File: config.mk
export PLATFORM = sky130hd
export DESIGN_NAME = dtc_timer
export DESIGN_NICKNAME = d
export VERILOG_FILES = /design/src/core/dtc_sync_edge.v /design/src/core/dtc_timer.v
export VERILOG_INCLUDE_DIRS = /design/src /design/src/core
export SDC_FILE = /design/constraint.sdc
export NUM_CORES = 1
export LEC_CHECK = 0
export ABC_AREA = 1
export BUFFER_PORTS_ARGS = -buffer_cell sky130_fd_sc_hd__buf_2
export CAP_MARGIN = 10
export CORE_MARGIN = 2
export CORE_UTILIZATION = 47
export DETAILED_ROUTE_END_ITERATION = 6
export PLACE_DENSITY = 0.69
export SLEW_MARGIN = 15
export SYNTH_ARGS = -nofsm -noshare
export SYNTH_HDL_FRONTEND = slang
export SYNTH_SLANG_ARGS = --single-unit
export TNS_END_PERCENT = 10
File: constraint.sdc
create_clock -name aclk -period 4.8 [get_ports aclk]
set_clock_uncertainty 0.1 [all_clocks]
set_input_delay 0.24 -clock aclk [delete_from_list [all_inputs] [get_ports aclk]]
set_output_delay 0.24 -clock aclk [all_outputs]
set_load 0.03 [all_outputs]
File: src/core/dtc_consts.vh
// Register indices, field positions, reset values and timing counts of the dual timer block
`ifndef DTC_CONSTS_VH
`define DTC_CONSTS_VH
// ==================================================================
// Register indices (byte address is index times four)
`define DTC_IDX_TCTRL 10'h088
`define DTC_IDX_TMODE 10'h089
`define DTC_IDX_A_LOW 10'h08A
`define DTC_IDX_B_LOW 10'h08B
`define DTC_IDX_A_HIGH 10'h08C
`define DTC_IDX_B_HIGH 10'h08D
`define DTC_IDX_CKSEL 10'h08E
`define DTC_IDX_GCFG 10'h090
// ==================================================================
// Reset values
`define DTC_RST_BYTE 8'h00
`define DTC_RST_CFG 4'h0
// ==================================================================
// Clock select fields
`define DTC_CK_T3H 7
`define DTC_CK_T3L 6
`define DTC_CK_T2H 5
`define DTC_CK_T2L 4
`define DTC_CK_B_SYS 3
`define DTC_CK_A_SYS 2
`define DTC_CK_PRE_HI 1
`define DTC_CK_PRE_LO 0
// ==================================================================
// Control fields
`define DTC_TC_B_FLAG 7
`define DTC_TC_B_RUN 6
`define DTC_TC_A_FLAG 5
`define DTC_TC_A_RUN 4
// ==================================================================
// Mode fields
`define DTC_TM_B_GATE 7
`define DTC_TM_B_CNT 6
`define DTC_TM_B_MHI 5
`define DTC_TM_B_MLO 4
`define DTC_TM_A_GATE 3
`define DTC_TM_A_CNT 2
`define DTC_TM_A_MHI 1
`define DTC_TM_A_MLO 0
`define DTC_MODE_13 2'b00
`define DTC_MODE_16 2'b01
`define DTC_MODE_RELOAD 2'b10
`define DTC_MODE_SPLIT 2'b11
// ==================================================================
// Gate and interrupt config fields
`define DTC_GC_A_POL 0
`define DTC_GC_B_POL 1
`define DTC_GC_A_IEN 2
`define DTC_GC_B_IEN 3
// ==================================================================
// Prescaler codes and divide counts
`define DTC_PRE_DIV12 2'b00
`define DTC_PRE_DIV4 2'b01
`define DTC_PRE_DIV48 2'b10
`define DTC_PRE_EXT8 2'b11
`define DTC_DIV12_LAST 6'd11
`define DTC_DIV4_LAST 6'd3
`define DTC_DIV48_LAST 6'd47
`define DTC_EXT8_LAST 6'd7
// ==================================================================
// Bus responses
`define DTC_RESP_OKAY 2'b00
`define DTC_RESP_SLVERR 2'b10
`endif

File: src/core/dtc_sync_edge.v
// Two-flop pin synchroniser with level and edge outputs
`default_nettype none
module dtc_sync_edge (
  input wire aclk,
  input wire aresetn,
  input wire pin_in,
  output wire level_out,
  output wire fall_out,
  output wire rise_out
);
  reg meta_q;
  reg sync_q;
  reg prev_q;
  // ==================================================================
  // Synchroniser; only sync_q and prev_q feed any logic
  always @(posedge aclk)
  begin
    if (!aresetn)
    begin
      meta_q <= 1'b0;
      sync_q <= 1'b0;
      prev_q <= 1'b0;
    end
    else
    begin
      meta_q <= pin_in;
      sync_q <= meta_q;
      prev_q <= sync_q;
    end
  end
  assign level_out = sync_q;
  assign fall_out = prev_q & ~sync_q;
  assign rise_out = ~prev_q & sync_q;
endmodule
`default_nettype wire

File: src/core/dtc_timer.v
// Dual 16-bit counter/timer with shared prescaler and AXI4-Lite registers
//
// The AXI4-Lite slave port was chosen for this implementation.
`include "dtc_consts.vh"
`default_nettype none
module dtc_timer (
  input wire aclk,
  input wire aresetn,
  input wire s_axi_awvalid,
  output wire s_axi_awready,
  input wire [11:0] s_axi_awaddr,
  input wire s_axi_wvalid,
  output wire s_axi_wready,
  input wire [31:0] s_axi_wdata,
  input wire [3:0] s_axi_wstrb,
  output wire s_axi_bvalid,
  input wire s_axi_bready,
  output wire [1:0] s_axi_bresp,
  input wire s_axi_arvalid,
  output wire s_axi_arready,
  input wire [11:0] s_axi_araddr,
  output wire s_axi_rvalid,
  input wire s_axi_rready,
  output wire [31:0] s_axi_rdata,
  output wire [1:0] s_axi_rresp,
  input wire count_pin_a,
  input wire count_pin_b,
  input wire gate_input_a,
  input wire gate_input_b,
  input wire ext_osc_clk,
  input wire tmr_a_irq_ack,
  input wire tmr_b_irq_ack,
  input wire t2_xclk_tick,
  input wire t2_split,
  input wire t3_xclk_tick,
  input wire t3_split,
  output wire tmr_a_irq,
  output wire tmr_b_irq,
  output wire tmr_b_ovf_tick,
  output wire t2_low_tick,
  output wire t2_high_tick,
  output wire t3_low_tick,
  output wire t3_high_tick
);
  // ==================================================================
  // Registers
  reg [7:0] timer_clock_select_q;
  reg [7:0] timer_mode_reg_q;
  reg [7:0] tmr_a_low_byte_q;
  reg [7:0] tmr_a_high_byte_q;
  reg [7:0] tmr_b_low_byte_q;
  reg [7:0] tmr_b_high_byte_q;
  reg tmr_a_run_q;
  reg tmr_b_run_q;
  reg tmr_a_overflow_flag_q;
  reg tmr_b_overflow_flag_q;
  reg [3:0] gate_cfg_q;
  reg [5:0] pre_cnt_q;
  reg tmr_a_irq_q;
  reg tmr_b_irq_q;
  reg b_tick_q;
  reg t2l_q;
  reg t2h_q;
  reg t3l_q;
  reg t3h_q;
  // ==================================================================
  // Pin synchronisers
  wire pin_a_fall;
  wire pin_b_fall;
  wire gate_a_lvl;
  wire gate_b_lvl;
  wire osc_rise;
  dtc_sync_edge u_pin_a (.aclk(aclk), .aresetn(aresetn), .pin_in(count_pin_a),
    .level_out(), .fall_out(pin_a_fall), .rise_out());
  dtc_sync_edge u_pin_b (.aclk(aclk), .aresetn(aresetn), .pin_in(count_pin_b),
    .level_out(), .fall_out(pin_b_fall), .rise_out());
  dtc_sync_edge u_gate_a (.aclk(aclk), .aresetn(aresetn), .pin_in(gate_input_a),
    .level_out(gate_a_lvl), .fall_out(), .rise_out());
  dtc_sync_edge u_gate_b (.aclk(aclk), .aresetn(aresetn), .pin_in(gate_input_b),
    .level_out(gate_b_lvl), .fall_out(), .rise_out());
  dtc_sync_edge u_osc (.aclk(aclk), .aresetn(aresetn), .pin_in(ext_osc_clk),
    .level_out(), .fall_out(), .rise_out(osc_rise));
  // ==================================================================
  // Shared prescaler
  wire [1:0] prescale_select;
  reg [5:0] pre_last;
  wire pre_step;
  wire pre_tick;
  assign prescale_select = timer_clock_select_q[`DTC_CK_PRE_HI:`DTC_CK_PRE_LO];
  always @*
  begin
    case (prescale_select)
      `DTC_PRE_DIV12: pre_last = `DTC_DIV12_LAST;
      `DTC_PRE_DIV4: pre_last = `DTC_DIV4_LAST;
      `DTC_PRE_DIV48: pre_last = `DTC_DIV48_LAST;
      default: pre_last = `DTC_EXT8_LAST;
    endcase
  end
  // External clock advances the count only on its synchronised rising edge
  assign pre_step = (prescale_select == `DTC_PRE_EXT8) ? osc_rise : 1'b1;
  assign pre_tick = pre_step && (pre_cnt_q >= pre_last);
  always @(posedge aclk)
  begin
    if (!aresetn)
      pre_cnt_q <= 6'd0;
    else if (pre_tick)
      pre_cnt_q <= 6'd0;
    else if (pre_step)
      pre_cnt_q <= pre_cnt_q + 6'd1;
  end
  // ==================================================================
  // Per-timer enables and ticks
  wire [1:0] mode_a;
  wire [1:0] mode_b;
  wire split_a;
  wire int_tick_a;
  wire int_tick_b;
  wire run_a;
  wire run_b;
  wire tick_a;
  wire tick_b;
  wire gate_a_act;
  wire gate_b_act;
  assign mode_a = timer_mode_reg_q[`DTC_TM_A_MHI:`DTC_TM_A_MLO];
  assign mode_b = timer_mode_reg_q[`DTC_TM_B_MHI:`DTC_TM_B_MLO];
  assign split_a = (mode_a == `DTC_MODE_SPLIT);
  assign int_tick_a = timer_clock_select_q[`DTC_CK_A_SYS] | pre_tick;
  assign int_tick_b = timer_clock_select_q[`DTC_CK_B_SYS] | pre_tick;
  assign gate_a_act = (gate_a_lvl == gate_cfg_q[`DTC_GC_A_POL]);
  assign gate_b_act = (gate_b_lvl == gate_cfg_q[`DTC_GC_B_POL]);
  assign run_a = tmr_a_run_q && (!timer_mode_reg_q[`DTC_TM_A_GATE] || gate_a_act);
  // Split mode: timer 1 runs on its mode alone and never sees its pin
  assign run_b = (mode_b != `DTC_MODE_SPLIT) &&
    (split_a || (tmr_b_run_q && (!timer_mode_reg_q[`DTC_TM_B_GATE] || gate_b_act)));
  assign tick_a = timer_mode_reg_q[`DTC_TM_A_CNT] ? pin_a_fall : int_tick_a;
  assign tick_b = (timer_mode_reg_q[`DTC_TM_B_CNT] && !split_a) ? pin_b_fall : int_tick_b;
  // ==================================================================
  // Count step shared by both timers: returns {overflow, high, low}
  function [16:0] dtc_step;
    input [1:0] mode;
    input [7:0] hi;
    input [7:0] lo;
    reg [12:0] c13;
    reg [15:0] c16;
    begin
      c13 = {hi, lo[4:0]} + 13'd1;
      c16 = {hi, lo} + 16'd1;
      case (mode)
        `DTC_MODE_13:
          dtc_step = {({hi, lo[4:0]} == 13'h1FFF), c13[12:5], lo[7:5], c13[4:0]};
        `DTC_MODE_16:
          dtc_step = {({hi, lo} == 16'hFFFF), c16};
        `DTC_MODE_RELOAD:
          if (lo == 8'hFF)
            dtc_step = {1'b1, hi, hi};
          else
            dtc_step = {1'b0, hi, lo + 8'h01};
        default:
          dtc_step = {(lo == 8'hFF), hi, lo + 8'h01};
      endcase
    end
  endfunction
  reg [7:0] a_lo_d;
  reg [7:0] a_hi_d;
  reg [7:0] b_lo_d;
  reg [7:0] b_hi_d;
  reg set_a_flag;
  reg set_b_flag;
  reg b_ovf;
  reg [16:0] step_a;
  reg [16:0] step_b;
  always @*
  begin
    step_a = dtc_step(mode_a, tmr_a_high_byte_q, tmr_a_low_byte_q);
    step_b = dtc_step(mode_b, tmr_b_high_byte_q, tmr_b_low_byte_q);
    a_lo_d = tmr_a_low_byte_q;
    a_hi_d = tmr_a_high_byte_q;
    b_lo_d = tmr_b_low_byte_q;
    b_hi_d = tmr_b_high_byte_q;
    set_a_flag = 1'b0;
    set_b_flag = 1'b0;
    b_ovf = 1'b0;
    if (run_a && tick_a)
    begin
      a_lo_d = step_a[7:0];
      if (!split_a)
        a_hi_d = step_a[15:8];
      set_a_flag = step_a[16];
    end
    // Split high byte: internal clock only, started by timer 1 run bit
    if (split_a && tmr_b_run_q && int_tick_a)
    begin
      a_hi_d = tmr_a_high_byte_q + 8'h01;
      set_b_flag = (tmr_a_high_byte_q == 8'hFF);
    end
    if (run_b && tick_b)
    begin
      b_lo_d = step_b[7:0];
      b_hi_d = step_b[15:8];
      b_ovf = step_b[16];
      if (!split_a)
        set_b_flag = step_b[16];
    end
  end
  // ==================================================================
  // AXI4-Lite slave
  reg aw_held_q;
  reg w_held_q;
  reg awready_q;
  reg wready_q;
  reg bvalid_q;
  reg [1:0] bresp_q;
  reg [9:0] aw_idx_q;
  reg [7:0] wbyte_q;
  reg wlane_q;
  reg arready_q;
  reg rvalid_q;
  reg [31:0] rdata_q;
  reg [1:0] rresp_q;
  wire aw_fire;
  wire w_fire;
  wire wr_do;
  wire aw_held_d;
  wire w_held_d;
  assign aw_fire = s_axi_awvalid && awready_q;
  assign w_fire = s_axi_wvalid && wready_q;
  assign wr_do = aw_held_q && w_held_q && !bvalid_q;
  assign aw_held_d = aw_fire | (aw_held_q & ~wr_do);
  assign w_held_d = w_fire | (w_held_q & ~wr_do);
  // Byte lane 0 must be strobed for a register to change
  wire wr_en;
  assign wr_en = wr_do && wlane_q;
  wire wr_tctrl;
  wire wr_tmode;
  wire wr_a_lo;
  wire wr_a_hi;
  wire wr_b_lo;
  wire wr_b_hi;
  wire wr_cksel;
  wire wr_gcfg;
  assign wr_tctrl = wr_en && (aw_idx_q == `DTC_IDX_TCTRL);
  assign wr_tmode = wr_en && (aw_idx_q == `DTC_IDX_TMODE);
  assign wr_a_lo = wr_en && (aw_idx_q == `DTC_IDX_A_LOW);
  assign wr_a_hi = wr_en && (aw_idx_q == `DTC_IDX_A_HIGH);
  assign wr_b_lo = wr_en && (aw_idx_q == `DTC_IDX_B_LOW);
  assign wr_b_hi = wr_en && (aw_idx_q == `DTC_IDX_B_HIGH);
  assign wr_cksel = wr_en && (aw_idx_q == `DTC_IDX_CKSEL);
  assign wr_gcfg = wr_en && (aw_idx_q == `DTC_IDX_GCFG);
  function dtc_mapped;
    input [9:0] idx;
    begin
      dtc_mapped = (idx >= `DTC_IDX_TCTRL && idx <= `DTC_IDX_CKSEL) || (idx == `DTC_IDX_GCFG);
    end
  endfunction
  reg [7:0] rd_byte;
  wire [9:0] ar_idx;
  assign ar_idx = s_axi_araddr[11:2];
  always @*
  begin
    case (ar_idx)
      `DTC_IDX_TCTRL: rd_byte = {tmr_b_overflow_flag_q, tmr_b_run_q, tmr_a_overflow_flag_q, tmr_a_run_q, 4'h0};
      `DTC_IDX_TMODE: rd_byte = timer_mode_reg_q;
      `DTC_IDX_A_LOW: rd_byte = tmr_a_low_byte_q;
      `DTC_IDX_A_HIGH: rd_byte = tmr_a_high_byte_q;
      `DTC_IDX_B_LOW: rd_byte = tmr_b_low_byte_q;
      `DTC_IDX_B_HIGH: rd_byte = tmr_b_high_byte_q;
      `DTC_IDX_CKSEL: rd_byte = timer_clock_select_q;
      `DTC_IDX_GCFG: rd_byte = {4'h0, gate_cfg_q};
      default: rd_byte = 8'h00;
    endcase
  end
  always @(posedge aclk)
  begin
    if (!aresetn)
    begin
      aw_held_q <= 1'b0;
      w_held_q <= 1'b0;
      awready_q <= 1'b0;
      wready_q <= 1'b0;
      bvalid_q <= 1'b0;
      bresp_q <= `DTC_RESP_OKAY;
      aw_idx_q <= 10'd0;
      wbyte_q <= 8'h00;
      wlane_q <= 1'b0;
      arready_q <= 1'b0;
      rvalid_q <= 1'b0;
      rdata_q <= 32'h00000000;
      rresp_q <= `DTC_RESP_OKAY;
    end
    else
    begin
      aw_held_q <= aw_held_d;
      w_held_q <= w_held_d;
      awready_q <= ~aw_held_d;
      wready_q <= ~w_held_d;
      if (aw_fire)
        aw_idx_q <= s_axi_awaddr[11:2];
      if (w_fire)
      begin
        wbyte_q <= s_axi_wdata[7:0];
        wlane_q <= s_axi_wstrb[0];
      end
      if (wr_do)
      begin
        bvalid_q <= 1'b1;
        bresp_q <= dtc_mapped(aw_idx_q) ? `DTC_RESP_OKAY : `DTC_RESP_SLVERR;
      end
      else if (s_axi_bready)
        bvalid_q <= 1'b0;
      if (s_axi_arvalid && arready_q)
      begin
        arready_q <= 1'b0;
        rvalid_q <= 1'b1;
        rdata_q <= {24'h000000, rd_byte};
        rresp_q <= dtc_mapped(ar_idx) ? `DTC_RESP_OKAY : `DTC_RESP_SLVERR;
      end
      else if (rvalid_q && s_axi_rready)
      begin
        rvalid_q <= 1'b0;
        arready_q <= 1'b1;
      end
      else if (!rvalid_q)
        arready_q <= 1'b1;
    end
  end
  // ==================================================================
  // Register file and counters; a bus write beats a count in that byte
  always @(posedge aclk)
  begin
    if (!aresetn)
    begin
      timer_clock_select_q <= `DTC_RST_BYTE;
      timer_mode_reg_q <= `DTC_RST_BYTE;
      tmr_a_low_byte_q <= `DTC_RST_BYTE;
      tmr_a_high_byte_q <= `DTC_RST_BYTE;
      tmr_b_low_byte_q <= `DTC_RST_BYTE;
      tmr_b_high_byte_q <= `DTC_RST_BYTE;
      tmr_a_run_q <= 1'b0;
      tmr_b_run_q <= 1'b0;
      tmr_a_overflow_flag_q <= 1'b0;
      tmr_b_overflow_flag_q <= 1'b0;
      gate_cfg_q <= `DTC_RST_CFG;
    end
    else
    begin
      if (wr_cksel)
        timer_clock_select_q <= wbyte_q;
      if (wr_tmode)
        timer_mode_reg_q <= wbyte_q;
      if (wr_gcfg)
        gate_cfg_q <= wbyte_q[3:0];
      if (wr_tctrl)
      begin
        tmr_a_run_q <= wbyte_q[`DTC_TC_A_RUN];
        tmr_b_run_q <= wbyte_q[`DTC_TC_B_RUN];
      end
      tmr_a_low_byte_q <= wr_a_lo ? wbyte_q : a_lo_d;
      tmr_a_high_byte_q <= wr_a_hi ? wbyte_q : a_hi_d;
      tmr_b_low_byte_q <= wr_b_lo ? wbyte_q : b_lo_d;
      tmr_b_high_byte_q <= wr_b_hi ? wbyte_q : b_hi_d;
      // Hardware set wins over a software clear or a vector acknowledge
      if (set_a_flag)
        tmr_a_overflow_flag_q <= 1'b1;
      else if (wr_tctrl)
        tmr_a_overflow_flag_q <= wbyte_q[`DTC_TC_A_FLAG];
      else if (tmr_a_irq_ack)
        tmr_a_overflow_flag_q <= 1'b0;
      if (set_b_flag)
        tmr_b_overflow_flag_q <= 1'b1;
      else if (wr_tctrl)
        tmr_b_overflow_flag_q <= wbyte_q[`DTC_TC_B_FLAG];
      else if (tmr_b_irq_ack)
        tmr_b_overflow_flag_q <= 1'b0;
    end
  end
  // ==================================================================
  // Registered outputs: requests, overflow tick, timer 2/3 clock ticks
  always @(posedge aclk)
  begin
    if (!aresetn)
    begin
      tmr_a_irq_q <= 1'b0;
      tmr_b_irq_q <= 1'b0;
      b_tick_q <= 1'b0;
      t2l_q <= 1'b0;
      t2h_q <= 1'b0;
      t3l_q <= 1'b0;
      t3h_q <= 1'b0;
    end
    else
    begin
      tmr_a_irq_q <= tmr_a_overflow_flag_q & gate_cfg_q[`DTC_GC_A_IEN];
      tmr_b_irq_q <= tmr_b_overflow_flag_q & gate_cfg_q[`DTC_GC_B_IEN];
      b_tick_q <= b_ovf;
      t2l_q <= timer_clock_select_q[`DTC_CK_T2L] | t2_xclk_tick;
      t2h_q <= t2_split ? (timer_clock_select_q[`DTC_CK_T2H] | t2_xclk_tick)
        : (timer_clock_select_q[`DTC_CK_T2L] | t2_xclk_tick);
      t3l_q <= timer_clock_select_q[`DTC_CK_T3L] | t3_xclk_tick;
      t3h_q <= t3_split ? (timer_clock_select_q[`DTC_CK_T3H] | t3_xclk_tick)
        : (timer_clock_select_q[`DTC_CK_T3L] | t3_xclk_tick);
    end
  end
  assign s_axi_awready = awready_q;
  assign s_axi_wready = wready_q;
  assign s_axi_bvalid = bvalid_q;
  assign s_axi_bresp = bresp_q;
  assign s_axi_arready = arready_q;
  assign s_axi_rvalid = rvalid_q;
  assign s_axi_rdata = rdata_q;
  assign s_axi_rresp = rresp_q;
  assign tmr_a_irq = tmr_a_irq_q;
  assign tmr_b_irq = tmr_b_irq_q;
  assign tmr_b_ovf_tick = b_tick_q;
  assign t2_low_tick = t2l_q;
  assign t2_high_tick = t2h_q;
  assign t3_low_tick = t3l_q;
  assign t3_high_tick = t3h_q;
endmodule
`default_nettype wire

# After elaboration in Yosys (flattened, before gate mapping)
# Cells that the tools add are included.
# word_totals
in_bits,78
output_inout_bits,48
ff_bits,120
# op_classes
bitwise_logic,22
reduce_logical,55
eq_ne,40
add_sub_neg,8
magnitude_cmp,5
mux,39
# op_table
op,count
10-bit by 8-bit == test with 1-bit output (second input constant),16
17-bit case mux with 3 select lines,2
8-bit two-way mux,10
8-bit case mux with 8 select lines,1
17-bit two-way mux,2
16-bit by 1-bit adder with 16-bit output (second input constant),2
16-bit == test (second input constant),2
13-bit by 1-bit adder with 13-bit output (second input constant),2
13-bit == test (second input constant),2
1-bit logical AND,26
8-bit by 1-bit adder with 8-bit output (second input constant),3
8-bit == test (second input constant),3
1-bit two-way mux,21
10-bit by 8-bit >= comparator with 1-bit output (second input constant),2
10-bit by 8-bit less-or-equal comparator with 1-bit output (second input constant),2
6-bit case mux with 3 select lines,1
3-bit nonzero test,4
2-bit == test (second input constant),5
2-bit nonzero test,5
2-bit inequality test (second input constant),4
1-bit OR,8
1-bit AND,7
1-bit inverter,7
6-bit by 1-bit adder with 6-bit output (second input constant),1
15 further kinds,31

# Depth between registers and ports, before layout
# logic_depth
ltp_word,10
mapped_depth,15
ltp_nobuf,15

# Modules after synthesis
# From an unflattened synthesis, not the netlist that was laid out.
# unflattened
cells_unflattened,1145
hier_area_um2,7447.1
# modules_own_cells
module,n_inst,cells_per_inst,seq_area_each_um2,area_per_inst_um2
dtc_timer,1,1080,2102.0,6946.7
dtc_sync_edge,5,13,60.1,100.1

# Least setup slack after synthesis
# OpenSTA, ideal clock, no wires.
# synth_timing
kind,register -> register
start,register timer_clock_select_q[1]
end,register tmr_a_high_byte_q[4]
stages_incl_launch_ff,14
required_time_ns,4.572
n_path_buf,0
arrival_time_ns,1.910
period_less_slack_ns,2.138
setup_time_ns,0.128
slack_ns,2.662
cell_sequence,dfxtp_1 > inv_1 > or2_2 > ha_1 > a21oi_1 > nand3_1 > nand2_1 > nand2_2 > a21oi_4 > nand2_4 > inv_2 > nor2_1 > nor2_1 > nor2_1
# synth_via
elab_chain_len,9
word_cells_on_any_way,19
# synth_rtl
element,line,text
from (decl),dtc_timer.v:47,reg [7:0] timer_clock_select_q;
from (signal assigned),dtc_timer.v:332,timer_clock_select_q <= `DTC_RST_BYTE;
from (signal assigned),dtc_timer.v:347,timer_clock_select_q <= wbyte_q;
2-bit == test (tied with other cells),dtc_timer.v:92,case (prescale_select)
6-bit case mux with 3 select lines,dtc_timer.v:92,
6-bit >= comparator,dtc_timer.v:101,assign pre_tick = pre_step && (pre_cnt_q >= pre_last);
1-bit logical AND (*),dtc_timer.v:101,
1-bit OR (*),dtc_timer.v:127,assign int_tick_a = timer_clock_select_q[`DTC_CK_A_SYS] | pre_tick;
1-bit two-way mux,dtc_timer.v:135,assign tick_a = timer_mode_reg_q[`DTC_TM_A_CNT] ? pin_a_fall : int_tick_a;
1-bit logical AND,dtc_timer.v:183,if (run_a && tick_a)
3-bit nonzero test (no line),n/a,
4-bit AND reduction (no line),n/a,
to (signal assigned),dtc_timer.v:335,tmr_a_high_byte_q <= `DTC_RST_BYTE;
to (signal assigned),dtc_timer.v:358,tmr_a_high_byte_q <= wr_a_hi ? wbyte_q : a_hi_d;
to (decl),dtc_timer.v:50,reg [7:0] tmr_a_high_byte_q;
# Every way passes the cells marked *; elsewhere a longest branch is shown, timed or not.
# A chain may end at the register's enable or synchronous reset.

# Worst setup path in the final report
# layout_timing
start,register timer_clock_select_q[1]
end,register tmr_b_high_byte_q[7] (netlist: dtc_step.hi[7])
# layout_via
elab_chain_len,9
word_cells_on_any_way,13
# layout_rtl
element,line,text
2-bit == test (tied with other cells),dtc_timer.v:92,
6-bit case mux with 3 select lines,dtc_timer.v:92,
6-bit >= comparator,dtc_timer.v:101,
1-bit logical AND (*),dtc_timer.v:101,
1-bit OR (*),dtc_timer.v:128,assign int_tick_b = timer_clock_select_q[`DTC_CK_B_SYS] | pre_tick;
1-bit two-way mux (*),dtc_timer.v:136,assign tick_b = (timer_mode_reg_q[`DTC_TM_B_CNT] && !split_a) ? pin_b_fall : int_tick_b;
1-bit logical AND (*),dtc_timer.v:196,if (run_b && tick_b)
2-bit nonzero test (no line) (*),n/a,
3-bit AND reduction (no line) (*),n/a,
to (signal assigned),dtc_timer.v:337,tmr_b_high_byte_q <= `DTC_RST_BYTE;
to (signal assigned),dtc_timer.v:360,tmr_b_high_byte_q <= wr_b_hi ? wbyte_q : b_hi_d;
to (decl),dtc_timer.v:52,reg [7:0] tmr_b_high_byte_q;
# Marked as above.

==> impl_metrics.json <==
{
  "wirelength_um": 22500,
  "path_class": "flop to flop",
  "avgSynthCellArea_um2": 6.38,
  "cts-htree-levels": 4,
  "initialDrtViolationCount": 726,
  "grt.overflow.total": 0,
  "grt_pass1_wl_um": 35700,
  "postSynthCellCount": 1123,
  "powerDensity_nw_per_um2": 291,
  "ys_seq_elements": 118,
  "vdd_drop_max_uv": 273,
  "drv_cap": 0,
  "rsz0062_at_grt": "no",
  "cts_tree": "built",
  "gp_congestion": 0.983,
  "drive_gt1_frac": 0.123,
  "die_w_um": 127,
  "ys_types": 42,
  "drtPass1Iterations": 6,
  "p_leak_nw": 3.76,
  "cp_max_fo": 11,
  "cts_resized": 0,
  "antenna_found_initial": 0,
  "ys_seq_area_frac": 0.330,
  "slew_viol_final": 0,
  "dp.cells": 1356,
  "worstMarginPinSlew_ns": 0.690,
  "dp_hpwl_um": 16200,
  "slew_headroom": 0.537,
  "drc": 0,
  "viasPerCell": 5.45,
  "setup_viol": 0,
  "stdcell_count": 1410,
  "start_util": 0.477,
  "numCtsBuffers": 17,
  "rows": 45,
  "wire_per_inst_um": 16.0,
  "cts_root_buf": "clkbuf_16",
  "area_delta_synth_final_pct": 16.1,
  "crit_path_end_kind": "flop",
  "finalCriticalPeriod_ns": 2.90,
  "crit_arrival_ns": 3.12,
  "design.core.area_um2": 15000,
  "cp-start-kind": "flop",
  "status": "finished, final reports clean",
  "hold_violations": 0,
  "vias": 7685,
  "cts_hold_buffers": 22,
  "io_pins": 126,
  "layout.nets": 1294,
  "cts-root-to-sink-buffers": 2,
  "clock-sinks": 118,
  "fin_crit_sh": 0.605,
  "final_antenna_net_count": 0,
  "syn-cell-area_um2": 7170,
  "grtUsageTotal": 0.281,
  "die-area_um2": 16200,
  "grt_pass1_vias": 6897,
  "fin_setup_tns_ns": 0,
  "clk_pin_slew_worst_paths_ns": 0.06,
  "clk_latency_ns": 0.43,
  "cts_setup_buffers": 0,
  "die_h_um": 127,
  "critPathRequiredTime_ns": 5.02,
  "grt_max_degree": 75,
  "ys_warn_count": 0,
  "antennaDiodeCount": 0,
  "fmax_mhz": 344,
  "hold_path_class": "input port to flop",
  "portBuffers": 68
}
## final timing paths
path / to / from / cells past startpoint / slack (ns)
min reg2reg: u_pin_b.level_out$_SDFF_PN0_ / u_pin_b.meta_q$_SDFF_PN0_ / 2 / 0.31
min: wbyte_q[6]$_SDFFE_PN0P_ / s_axi_wdata[6] / 3 / 0.02
max: dtc_step.hi[7]$_SDFFE_PN0P_ / timer_clock_select_q[1]$_SDFFE_PN0P_ / 14 / 1.90
max reg2reg: dtc_step.hi[7]$_SDFFE_PN0P_ / timer_clock_select_q[1]$_SDFFE_PN0P_ / 14 / 1.90
## through the flow
| step | setup WS [ns] | hold WS [ns] | utilization | area, µm² | power, W |
|---|---|---|---|---|---|
| after global placement | 1.99 | 0.294 | 0.502 | 7540 | 0.00122 |
| after CTS | 1.92 | 0.0161 | 0.554 | 8320 | 0.00243 |
| final | 1.90 | 0.0186 | 0.554 | 8320 | 0.00243 |
| after floorplan | 2.66 | 0.238 | - | 7260 | 0.00118 |
| after detailed placement | 1.96 | 0.299 | 0.502 | 7540 | 0.00122 |
| after global routing | 1.55 | 0.0490 | 0.554 | 8320 | 0.00250 |
## synth_stat cells
master      n  area [µm²]
nand2_1   242         908
inv_1     141         529
nor2_1    133         499
dfxtp_1   118        2360
o21ai_0   102         510
a21oi_1    88         440
nand3_1    82         410
buf_4      29         218
o21ai_1    21         105
nor3_1     20         100
clkbuf_1   15        56.3
nand4_1    14        87.6
o22ai_1    13        81.3
o211ai_1   11        82.6
inv_2      10        37.5
xor2_1      9        78.8
nor2_2      8        50.1
a211oi_1    7        52.6
ha_1        7        87.6
buf_2       5        25.0
nand3_2     5        50.1
nor2_4      5        56.3
nor3_2      5        50.1
or2_2       5        31.3
a31oi_1     4        25.0
nand2_2     4        25.0
nand3b_1    4        30.0
nand2_4     2        22.5
a21boi_1    1        7.51
a21oi_2     1        8.76
a21oi_4     1        16.3
a22oi_1     1        7.51
buf_6       1        11.3
conb_1      1        3.75
nand4_4     1        21.3
nor3_4      1        16.3
nor4_1      1        6.26
nor4_4      1        21.3
o21a_1      1        7.51
o21bai_1    1        7.51
o221ai_1    1        8.76
xnor2_1     1        8.76
## cell usage in the layout (no fill, tap or decap), drive strengths merged, types with 9 or more instances in the layout
| cell type | synthesis | routed |
|---|---|---|
| a21oi | 90 | 90 |
| o211ai | 11 | 11 |
| nand3 | 87 | 87 |
| dfxtp | 118 | 118 |
| conb | 1 | 26 |
| o22ai | 13 | 13 |
| buf | 35 | 70 |
| nor2 | 146 | 146 |
| xor2 | 9 | 9 |
| inv | 151 | 151 |
| o21ai | 123 | 123 |
| nand2 | 248 | 248 |
| dlygate4sd3 | 0 | 22 |
| nor3 | 26 | 26 |
| clkbuf | 15 | 20 |
| nand4 | 15 | 15 |
## power by group
part / internal, W / switching (W) / total (W)
clock: 0.000733 / 0.000470 / 0.00120
sequential: 0.00101 / 0.0000208 / 0.00103
combinational: 0.0000582 / 0.000137 / 0.000195
## critical path, stage by stage (launching register included)
cell	delay, ns
dfxtp_1	0.34
inv_1	0.08
or2_2	0.28
ha_1	0.29
inv_1	0.04
nor2_1	0.12
nand2_1	0.07
nand3_1	0.08
nand2_1	0.17
nand2_1	0.13
nand2_1	0.14
o21ai_1	0.59
inv_1	0.15
a21oi_1	0.16
nor2_1	0.05
## final cells by class
| class | count | area [µm²] |
|---|---|---|
| multi-input combinational | 829 | 4020 |
| inverter | 151 | 567 |
| timing repair buffer | 92 | 576 |
| clock inverter | 12 | 105 |
| sequential | 118 | 2360 |
| tap | 188 | 235 |
| clock buffer | 20 | 457 |
| fill | 1506 | 6710 |
## sequential cells by signal, summed over array words and instances, names as in the netlist, 4 cells and up
name                  count
timer_mode_reg_q          8
pre_cnt_q                 6
s_axi_rdata               8
tmr_a_low_byte_q          8
wbyte_q                   8
dtc_step.lo               8
dtc_step.hi               8
tmr_a_high_byte_q         8
aw_idx_q                 10
timer_clock_select_q      8
gate_cfg_q                4
## metal layers
metal,wire length (µm),vias up,GRT usage
met5,0,-,0
met4,667,0,0.113
met3,2180,55,0.0607
met2,9770,412,0.425
met1,9890,3410,0.389
li1,-,3808,-
## kinds of logic after synthesis
kind of cell / Yosys count / synth area share
xor gates and xnor gates: 10 / 0.0122
buffers and inverters: 201 / 0.122
AOI/OAI and AO/OA: 253 / 0.190
and+or+nand+nor: 533 / 0.333
other: 1 / 0.000523
DFF: 118 / 0.330
adders and majority gates: 7 / 0.0122
Power figures use the tool's default switching activity.
